$ cat src/include/spcp_pkg.sv
// Shared constants and types of the serial/parallel configuration port
package spcp_pkg;

    // Mode pin codes (mode[2:0])
    localparam logic [2:0] MODE_MASTER_SERIAL   = 3'h0;
    localparam logic [2:0] MODE_SLAVE_SERIAL    = 3'h7;
    localparam logic [2:0] MODE_MASTER_PARALLEL = 3'h3;
    localparam logic [2:0] MODE_SLAVE_PARALLEL  = 3'h6;

    // Clocking
    localparam int SYS_CLK_HZ            = 100_000_000;
    localparam int CFG_CLK_NOMINAL_HZ    = 12_500_000;
    localparam int FREQ_TOL_UP_PCT       = 45;
    localparam int FREQ_TOL_DN_PCT       = 30;
    localparam int PARALLEL_MAX_RATE_MHZ = 66;
    localparam int CFG_HALF_PERIOD_CYC   =
        SYS_CLK_HZ / (2 * CFG_CLK_NOMINAL_HZ);

    // Daisy-chain forwarding delay in config clock cycles
    localparam int FWD_LATENCY = 80;

    // Start-up sequencer phases
    localparam logic [2:0] COMPLETION_PHASE = 3'h4;
    localparam logic [2:0] GTS_PHASE        = 3'h5;
    localparam logic [2:0] LAST_PHASE       = 3'h7;

    // Serial output level while nothing is forwarded
    localparam logic SERIAL_IDLE_LEVEL = 1'b1;

    typedef enum logic [1:0] {
        SER_IDLE    = 2'b00,
        SER_OWN     = 2'b01,
        SER_FORWARD = 2'b10
    } spcp_ser_e;

    typedef enum logic [1:0] {
        PAR_IDLE  = 2'b00,
        PAR_LOAD  = 2'b01,
        PAR_ABORT = 2'b10,
        PAR_READ  = 2'b11
    } spcp_par_e;

    typedef struct packed {
        logic       valid;
        logic [7:0] data;
    } spcp_byte_s;

    typedef struct packed {
        logic [2:0] mode;
        logic       config_clock;
        logic       din;
        logic       prog_n;
        logic       init;
        logic       cs_n;
        logic       rdwr_n;
        logic       completion;
        logic [7:0] data;
    } spcp_pins_s;

    // Bus line 0 is the byte's MSB
    function automatic logic [7:0] spcp_swap(input logic [7:0] v);
        logic [7:0] r;
        r = '0;
        for (int i = 0; i < 8; i++) begin
            r[i] = v[7 - i];
        end
        return r;
    endfunction

endpackage

$ cat src/hw/spcp_clkgen.sv
// Master-mode configuration clock divider with rising-edge enable
module spcp_clkgen
    import spcp_pkg::*;
#(
    parameter int HALF_PERIOD = CFG_HALF_PERIOD_CYC
) (
    input  wire logic i_clk,
    input  wire logic i_srst,
    input  wire logic i_run,
    output logic      o_clk,
    output logic      o_rise
);
    localparam longint F_ACT = SYS_CLK_HZ / (2 * HALF_PERIOD);
    localparam longint F_NOM = CFG_CLK_NOMINAL_HZ;

    // Generated rate must sit inside the allowed deviation
    if (HALF_PERIOD < 1 ||
        F_ACT * 100 > F_NOM * (100 + FREQ_TOL_UP_PCT) ||
        F_ACT * 100 < F_NOM * (100 - FREQ_TOL_DN_PCT)) begin : g_chk
        $error("spcp_clkgen: HALF_PERIOD out of range");
    end

    logic [15:0] cnt_q;

    always_ff @(posedge i_clk) begin
        if (i_srst || !i_run) begin
            cnt_q  <= '0;
            o_clk  <= 1'b0;
            o_rise <= 1'b0;
        end else if (cnt_q == 16'(HALF_PERIOD - 1)) begin
            cnt_q  <= '0;
            o_clk  <= ~o_clk;
            o_rise <= ~o_clk;
        end else begin
            cnt_q  <= cnt_q + 16'h1;
            o_rise <= 1'b0;
        end
    end
endmodule // spcp_clkgen

$ cat src/hw/spcp_sync.sv
// Two-flop synchroniser for a bundle of pin inputs
module spcp_sync #(
    parameter int W = 1
) (
    input  wire logic         i_clk,
    input  wire logic         i_srst,
    input  wire logic [W-1:0] i_async,
    output logic      [W-1:0] o_sync
);
    logic [W-1:0] meta_q;

    // First stage feeds only the second stage
    always_ff @(posedge i_clk) begin
        if (i_srst) begin
            meta_q <= '0;
            o_sync <= '0;
        end else begin
            meta_q <= i_async;
            o_sync <= meta_q;
        end
    end
endmodule // spcp_sync

$ cat src/hw/spcp_top.sv
// Serial and 8-bit parallel configuration data port
// What this block does
// (RULE1) One serial bit taken per config clock
// (RULE2) Loader sends each byte MSB first
// (RULE3) Slave serial clock comes from outside
// (RULE4) Serial output quiet until own stream done
// (RULE5) CRC covers only this device's own data
// (RULE6) Downstream data forwarded after eighty cycles
// (RULE7) Each chained bitstream has own sync word
// (RULE8) Own bitstream never appears on serial output
// (RULE9) Completion release no later than tristate release
// (RULE10) Active completion drive only on last device
// (RULE11) Master clock within +45%/-30% of nominal
// (RULE12) Eight-bit two-way bus for load and readback
// (RULE13) Parallel devices share lines, own chip select
// (RULE14) Tied selects only for identical simple loads
// (RULE15) Bus line D0 carries byte MSB
// (RULE16) Read/write low writes, high reads
// (RULE17) Bus used only while chip select low
// (RULE18) Master parallel drives config clock out
// (RULE19) One byte per rising edge, busy handshake
// (RULE20) Inactive until init-ready high, then load
// (RULE21) Read/write rising mid-load aborts configuration
// (RULE22) After abort only program reset recovers
// (RULE23) Byte seen while busy is ignored
// (RULE24) No-handshake limit is 66 MHz
// (RULE25) Program reset returns loaders to idle
// (RULE26) Serial bits packed into bytes MSB first
module spcp_top
    import spcp_pkg::*;
#(
    parameter int FWD_LAT  = FWD_LATENCY,
    parameter int HALF_PER = CFG_HALF_PERIOD_CYC
) (
    input  wire logic       I_CLK,
    input  wire logic       I_SRST,
    input  wire logic [2:0] I_MODE,
    input  wire logic       I_CONFIG_CLOCK,
    output logic            O_CONFIG_CLOCK,
    output logic            O_CONFIG_CLOCK_OE,
    input  wire logic       I_SERIAL_DIN,
    output logic            O_SERIAL_DOUT,
    input  wire logic       I_PROGRAM_RESET_N,
    input  wire logic       I_INIT_READY,
    input  wire logic       I_CHIP_SELECT_N,
    input  wire logic       I_READ_WRITE_N,
    input  wire logic [7:0] I_DATA,
    output logic      [7:0] O_DATA,
    output logic            O_DATA_OE,
    output logic            O_BUSY,
    output logic            O_BUSY_OE,
    input  wire logic       I_COMPLETION,
    output logic            O_COMPLETION,
    output logic            O_COMPLETION_OE,
    input  wire logic       I_COMPLETION_ACTIVE_DRIVE,
    input  wire logic       I_CORE_BUSY,
    input  wire logic       I_STREAM_COMPLETE,
    input  wire logic [7:0] I_READBACK_BYTE,
    output spcp_byte_s      O_CFG_BYTE,
    output logic            O_READBACK_TAKEN,
    output logic            O_OWN_STREAM,
    output logic            O_ABORTED,
    output logic            O_GLOBAL_TRISTATE_RELEASE
);

    // Delay line needs a real tail and head
    if (FWD_LAT < 2) begin : g_chk
        $error("spcp_top: FWD_LAT must be at least 2");
    end
    if (COMPLETION_PHASE > GTS_PHASE) begin : g_phase_chk
        $error("spcp_top: completion phase after tristate release");
    end

    spcp_pins_s pins_raw;
    spcp_pins_s pins;
    spcp_ser_e  ser_q;
    spcp_par_e  par_q;

    logic       config_clock_prev_q;
    logic       ext_rise;
    logic       gen_clk;
    logic       gen_rise;
    logic       rise;
    logic       is_master;
    logic       is_serial;
    logic       is_parallel;
    logic       prog_active;
    logic       selected;
    logic       ser_fire;
    logic       par_take;
    logic       par_read;
    logic [2:0] bit_cnt_q;
    logic [6:0] shift_q;
    logic [7:0] ser_byte;
    logic [2:0] phase_q;
    logic       started_q;
    logic       released;

    logic [FWD_LAT-1:0] fwd_bit_q;
    logic [FWD_LAT-1:0] fwd_vld_q;

    // All pins cross into I_CLK through two flops
    always_comb begin
        pins_raw.mode       = I_MODE;
        pins_raw.config_clock       = I_CONFIG_CLOCK;    // (RULE3)
        pins_raw.din        = I_SERIAL_DIN;
        pins_raw.prog_n     = I_PROGRAM_RESET_N;
        pins_raw.init       = I_INIT_READY;
        pins_raw.cs_n       = I_CHIP_SELECT_N;
        pins_raw.rdwr_n     = I_READ_WRITE_N;
        pins_raw.completion = I_COMPLETION;
        pins_raw.data       = I_DATA;
    end

    spcp_sync #(
        .W ($bits(spcp_pins_s))
    ) u_sync (
        .i_clk   (I_CLK),
        .i_srst  (I_SRST),
        .i_async (pins_raw),
        .o_sync  (pins)
    );

    assign is_master   = (pins.mode == MODE_MASTER_SERIAL) ||
                         (pins.mode == MODE_MASTER_PARALLEL);
    assign is_serial   = (pins.mode == MODE_MASTER_SERIAL) ||
                         (pins.mode == MODE_SLAVE_SERIAL);
    assign is_parallel = (pins.mode == MODE_MASTER_PARALLEL) ||
                         (pins.mode == MODE_SLAVE_PARALLEL);
    assign prog_active = ~pins.prog_n;
    assign selected    = is_parallel & ~pins.cs_n;

    // External clock edge found from the synchronised level
    always_ff @(posedge I_CLK) begin
        if (I_SRST) begin
            config_clock_prev_q <= 1'b0;
        end else begin
            config_clock_prev_q <= pins.config_clock;
        end
    end

    assign ext_rise = pins.config_clock & ~config_clock_prev_q;

    // Master clock held still until init-ready, as the loader expects
    spcp_clkgen #(
        .HALF_PERIOD (HALF_PER)
    ) u_clkgen (
        .i_clk  (I_CLK),
        .i_srst (I_SRST),
        .i_run  (is_master & pins.init & ~prog_active),    // (RULE11)
        .o_clk  (gen_clk),
        .o_rise (gen_rise)
    );

    assign O_CONFIG_CLOCK    = gen_clk;
    assign O_CONFIG_CLOCK_OE = is_master;    // (RULE18)
    assign rise              = is_master ? gen_rise : ext_rise;

    // Serial loader
    always_ff @(posedge I_CLK) begin
        if (I_SRST || prog_active) begin    // (RULE25)
            ser_q <= SER_IDLE;
        end else begin
            unique case (ser_q)
                SER_IDLE: begin
                    if (is_serial && pins.init) begin
                        ser_q <= SER_OWN;
                    end
                end
                SER_OWN: begin
                    if (I_STREAM_COMPLETE) begin
                        ser_q <= SER_FORWARD;    // (RULE4)
                    end
                end
                SER_FORWARD: begin
                    ser_q <= SER_FORWARD;
                end
                default: begin
                    ser_q <= SER_IDLE;
                end
            endcase
        end
    end

    // Partial byte is dropped at the own/forward boundary
    always_ff @(posedge I_CLK) begin
        if (I_SRST || prog_active || ser_q != SER_OWN ||
            I_STREAM_COMPLETE) begin    // (RULE25)
            bit_cnt_q <= '0;
            shift_q   <= '0;
        end else if (rise) begin
            bit_cnt_q <= bit_cnt_q + 3'h1;    // (RULE1)
            shift_q   <= {shift_q[5:0], pins.din};    // (RULE2)
        end
    end

    assign ser_fire = (ser_q == SER_OWN) & rise & ~I_STREAM_COMPLETE &
                      (bit_cnt_q == 3'h7);
    assign ser_byte = {shift_q, pins.din};    // (RULE26)

    // Forward bits tagged valid only after own stream, so none of it leaks
    always_ff @(posedge I_CLK) begin
        if (I_SRST || prog_active) begin    // (RULE25)
            fwd_bit_q <= '0;
            fwd_vld_q <= '0;
        end else if (rise) begin
            fwd_bit_q <= {fwd_bit_q[FWD_LAT-2:0], pins.din};    // (RULE7)
            fwd_vld_q <= {fwd_vld_q[FWD_LAT-2:0],
                          ser_q == SER_FORWARD};    // (RULE8)
        end
    end

    // Bit enters at one edge and leaves FWD_LAT edges later
    always_ff @(posedge I_CLK) begin
        if (I_SRST || prog_active) begin
            O_SERIAL_DOUT <= SERIAL_IDLE_LEVEL;
        end else if (rise) begin
            O_SERIAL_DOUT <= fwd_vld_q[FWD_LAT-1] ?
                             fwd_bit_q[FWD_LAT-1] :
                             SERIAL_IDLE_LEVEL;    // (RULE6)
        end
    end

    // Parallel loader
    always_ff @(posedge I_CLK) begin
        if (I_SRST || prog_active) begin    // (RULE22)
            par_q <= PAR_IDLE;
        end else begin
            unique case (par_q)
                PAR_IDLE: begin
                    if (is_parallel && pins.init) begin
                        par_q <= PAR_LOAD;    // (RULE20)
                    end
                end
                PAR_LOAD: begin
                    if (I_STREAM_COMPLETE) begin
                        par_q <= PAR_READ;
                    end else if (rise && selected && pins.rdwr_n) begin
                        par_q <= PAR_ABORT;    // (RULE21)
                    end
                end
                PAR_ABORT: begin
                    par_q <= PAR_ABORT;    // (RULE22)
                end
                PAR_READ: begin
                    par_q <= PAR_READ;
                end
            endcase
        end
    end

    // Chip select and write level both sampled at the edge
    assign par_take = (par_q == PAR_LOAD) & rise & selected &
                      ~pins.rdwr_n & ~I_CORE_BUSY &
                      ~I_STREAM_COMPLETE;    // (RULE19) (RULE23)
    assign par_read = (par_q == PAR_READ) & rise & selected &
                      pins.rdwr_n;    // (RULE16)

    // One byte path into the packet processor for both loaders
    always_ff @(posedge I_CLK) begin
        if (I_SRST || prog_active) begin
            O_CFG_BYTE <= '0;
        end else if (ser_fire) begin
            O_CFG_BYTE <= '{valid: 1'b1, data: ser_byte};    // (RULE5)
        end else if (par_take) begin
            O_CFG_BYTE <= '{valid: 1'b1,
                            data: spcp_swap(pins.data)};    // (RULE15)
        end else begin
            O_CFG_BYTE.valid <= 1'b0;
        end
    end

    // Readback byte held on the bus until the next read edge
    always_ff @(posedge I_CLK) begin
        if (I_SRST || prog_active) begin
            O_DATA           <= '0;
            O_READBACK_TAKEN <= 1'b0;
        end else begin
            O_READBACK_TAKEN <= par_read;
            if (par_read) begin
                O_DATA <= spcp_swap(I_READBACK_BYTE);    // (RULE15)
            end
        end
    end

    // Drive the bus only when selected and reading
    assign O_DATA_OE = selected & pins.rdwr_n &
                       (par_q == PAR_READ);    // (RULE12) (RULE17)
    // Busy floats when deselected; loader rate above 66 MHz needs it
    assign O_BUSY    = I_CORE_BUSY;    // (RULE19)
    assign O_BUSY_OE = selected;    // (RULE17)

    assign O_OWN_STREAM = (ser_q == SER_OWN) ||
                          (par_q == PAR_LOAD);    // (RULE5)
    assign O_ABORTED    = (par_q == PAR_ABORT);

    // Start-up sequencer after a clean, complete own stream
    always_ff @(posedge I_CLK) begin
        if (I_SRST || prog_active) begin
            started_q <= 1'b0;
            phase_q   <= '0;
        end else begin
            if (I_STREAM_COMPLETE && par_q != PAR_ABORT) begin
                started_q <= 1'b1;
            end
            if (started_q && rise && phase_q != LAST_PHASE) begin
                phase_q <= phase_q + 3'h1;
            end
        end
    end

    assign released = started_q && phase_q >= COMPLETION_PHASE;

    // Open drain low until released; active high drive is optional
    assign O_COMPLETION    = released;
    assign O_COMPLETION_OE = ~released |
                             I_COMPLETION_ACTIVE_DRIVE;    // (RULE10)

    // Tristate release waits for the shared completion line
    always_ff @(posedge I_CLK) begin
        if (I_SRST || prog_active) begin
            O_GLOBAL_TRISTATE_RELEASE <= 1'b0;
        end else if (released && phase_q >= GTS_PHASE &&
                     pins.completion) begin
            O_GLOBAL_TRISTATE_RELEASE <= 1'b1;    // (RULE9)
        end
    end

endmodule // spcp_top

$ cat config.mk
export PLATFORM = sky130hd
export DESIGN_NAME = spcp_top
export DESIGN_NICKNAME = d
export VERILOG_FILES = /design/src/include/spcp_pkg.sv /design/src/hw/spcp_clkgen.sv /design/src/hw/spcp_sync.sv /design/src/hw/spcp_top.sv
export SDC_FILE = /design/constraint.sdc
export NUM_CORES = 1
export LEC_CHECK = 0
export BUFFER_PORTS_ARGS = -buffer_cell sky130_fd_sc_hd__buf_2
export CAP_MARGIN = 0
export CORE_ASPECT_RATIO = 1.2
export CORE_UTILIZATION = 60
export CTS_CLUSTER_DIAMETER = 100
export DETAILED_ROUTE_END_ITERATION = 8
export PLACE_DENSITY = 0.77
export SLEW_MARGIN = 20
export SYNTH_ARGS = -nofsm -noshare
export SYNTH_HDL_FRONTEND = slang
export SYNTH_HIERARCHICAL = 1
export SYNTH_SLANG_ARGS = --single-unit
$ cat constraint.sdc
create_clock -name I_CLK -period 5.8 [get_ports I_CLK]
set_clock_uncertainty 0.2 [all_clocks]
set_input_delay 0.29 -clock I_CLK [delete_from_list [all_inputs] [get_ports I_CLK]]
set_output_delay 0.29 -clock I_CLK [all_outputs]
set_load 0.02 [all_outputs]
==> results.cfg <==
[synthesis]
avgSynthCellArea_sq_um = 8.76
synth_cells = 1119
ys_ff_latch = 253
syn_nets = 1160
synth-edff-count = 0
synth_cell_types = 53
synth_ff_type = dfxtp_1
synthArstFlopShare_pct = 0
ys_warn_count = 6
syn_area_sq_mm = 0.00980
ys_seq_area_share_pct = 51.7

[cells_and_area]
layout-drive-gt1-share_pct = 11.9
diodes = 0
area_growth_pct = 13.2
layout.nets = 1173

[sta]
fmax_mhz = 322
relSlewSlack_pct = 26.9
timing.hold.ws_ps = 114
rsz0062_at_grt = no
setup_tns_ps = 0
slew_viol_final = 0
fin_crit_sh_pct = 53.6
setup_viol = 0
finalHoldViolCount = 0
worst_pin_slew_ps = 1090
finalCriticalPeriod_ps = 3110

[detailed_routing]
first_pass_iters = 6
ant_nets = 0
routedWlPerCell_um = 14.7
drc = 0
vias_per_cell = 5.82
drt_iter0_markers = 810
dr_total_vias = 7905
wl_mm = 20.0

[global_route]
grt_usage_pct = 23.7
grt_max_degree = 106
antenna_found_initial = 0
grt_pass1_vias = 7315
gr-total-overflow = 0
grt_pass1_wl_mm = 34.1

[die]
start_util_pct = 62.2
dieArea_sq_mm = 0.0169
coreArea_sq_mm = 0.0158
die_h_um = 142
num_rows = 50
die_w_um = 119
io_pins = 60

[clock_network]
insertion_delay_ps = 510
clock_sinks = 253
cts_buffers = 25
clk_path_buf_depth = 3
cts_resized = 0
cts.htree.levels = 1
cts_root_buffer = clkbuf_16
cts_tree = done
clkTransAtPathRegs_ps = 70

[setup_path]
cp_slowest_cell = a21boi_1
cpPeakStageDelay_ps = 1120
crit_family = compound AO/OA/AOI/OAI gates
critPathKind = flop to flop
cp.required_ps = 6030
critPathCaptureType = flop
critPathBufInv = 0
critPathMaxFanout = 73
critPathLaunchType = flop
arrival_ps = 3340
cp_cell_sequence = xnor2_2 > nand3_4 > a21boi_1 > mux2i_1

[place]
io_buffers = 59
gp_congestion = 0.782
dp_hpwl_mm = 9.81

[pwr]
peakVddDrop_uv = 243
total_power_mw = 3.56
cellPowerDensity_mw_per_mm2 = 321
p_leak_nw = 3.59

[run]
maxCapViolations = 0

[status]
status = completed

[worst_hold_path]
hold_class = input port to flop
## layout by cell type, fill, tap and decap left out, drive strengths merged, types with 2 or more instances in the layout
cell / Yosys / final
and2b: 6 / 6
and2: 4 / 4
mux2: 6 / 6
a31oi: 2 / 2
dfxtp: 253 / 253
inv: 12 / 13
buf: 53 / 68
dlygate4sd3: 0 / 27
nand4: 7 / 7
clkinvlp: 0 / 2
o21ai: 175 / 175
nor2b: 34 / 34
and3: 4 / 4
clkbuf: 56 / 31
a21oi: 174 / 174
o2bb2ai: 2 / 2
or3: 4 / 4
xnor2: 9 / 9
bufinv: 0 / 5
xor2: 8 / 8
clkinv: 0 / 6
a21boi: 3 / 3
nand2: 42 / 42
nand3: 176 / 176
nor3: 8 / 8
nor4: 6 / 6
mux2i: 19 / 19
nor2: 25 / 25
nand2b: 7 / 7
ha: 10 / 10
## worst paths after layout
| kind | startpoint | endpoint | slack (ps) | depth (start not counted) |
|---|---|---|---|---|
| worst max-delay path | u_sync/o_sync[16] | O_DATA[0] | 2690 | 4 |
| worst min-delay path | I_SRST | u_sync/o_sync[1] | 110 | 2 |
| worst max register to register | u_sync/o_sync[16] | O_DATA[0] | 2690 | 4 |
| worst min register to register | u_sync/meta_q[10] | u_sync/o_sync[10] | 230 | 1 |
## routing by layer
| layer | share of wire [%] | track usage [%] | vias up |
|---|---|---|---|
| li1 | - | - | 3940 |
| met1 | 45 | 31.7 | 3739 |
| met2 | 48 | 39.2 | 189 |
| met3 | 4.5 | 3.45 | 37 |
| met4 | 2.4 | 8.19 | 0 |
| met5 | 0 | 0 | - |
## what timing repair did
item / CTS / global route
hold endpoints to repair: 29 / 0
hold buffers: 27 / 0
setup buffers: 0 / 0
## cells by family (layout without fill, tap and decap cells)
logic type                 Yosys count  in the layout  share of synthesized area [%]
adders and majority gates           10             10                           1.28
muxes                               25             25                           2.63
DFF                                253            253                           51.7
buffers and inverters              121            152                           5.72
AOI/OAI and AO/OA                  364            364                           19.4
and+or+nand+nor                    329            329                           17.7
xor gates and xnor gates            17             17                           1.60
## flip-flops by register name, summed over array words and instances, names as in the netlist, 2 cells and up
| signal | flops |
|---|---|
| ser_q | 2 |
| u_sync/meta_q | 18 |
| u_clkgen/cnt_q | 16 |
| shift_q | 7 |
| O_DATA | 8 |
| par_q | 2 |
| phase_q | 3 |
| bit_cnt_q | 3 |
| O_CFG_BYTE | 9 |
| fwd_vld_q | 80 |
| u_sync/o_sync | 18 |
| fwd_bit_q | 80 |
## final cells by class
cell class              count  area, sq um
multi-input cells         745         4220
clock buffers              31          668
clock inverters            14          208
inverters                  12         45.0
fillers                  1237         4670
well taps                 208          260
flip-flops and latches    253         5060
repair buffers             95          633
## through the flow
| stage | std cells | utilization, % | worst slack (ps) | area [sq um] |
|---|---|---|---|---|
| floorplan | 1119 | - | 3710 | 9800 |
| global placement | 1286 | 63.1 | 2800 | 9950 |
| detailed placement | 1286 | 63.1 | 2760 | 9950 |
| CTS | 1358 | 70.4 | 2740 | 11100 |
| global route | 1358 | 70.4 | 2530 | 11100 |
| finish | 1358 | 70.4 | 2690 | 11100 |
## synth_stat cells (all sizes together) (2+ instances only)
cell / count / area [sq um]
a21boi: 3 / 33.8
a21oi: 174 / 875
a31oi: 2 / 12.5
and2: 4 / 25.0
and2b: 6 / 52.6
and3: 4 / 25.0
buf: 53 / 305
clkbuf: 56 / 210
dfxtp: 253 / 5060
ha: 10 / 125
inv: 12 / 45.0
mux2: 6 / 67.6
mux2i: 19 / 190
nand2: 42 / 158
nand2b: 7 / 43.8
nand3: 176 / 881
nand4: 7 / 65.1
nor2: 25 / 93.8
nor2b: 34 / 213
nor3: 8 / 40.0
nor4: 6 / 58.8
o21ai: 175 / 876
o2bb2ai: 2 / 17.5
or3: 4 / 25.0
xnor2: 9 / 86.3
xor2: 8 / 70.1
## power by group
group / internal, mW / total (mW) / switching, mW
clock network: 1.04 / 1.72 / 0.674
registers: 1.75 / 1.75 / 0.00545
logic: 0.0343 / 0.0835 / 0.0492
total: 2.83 / 3.56 / 0.729
Note: power is estimated with default switching activity, not from simulation.
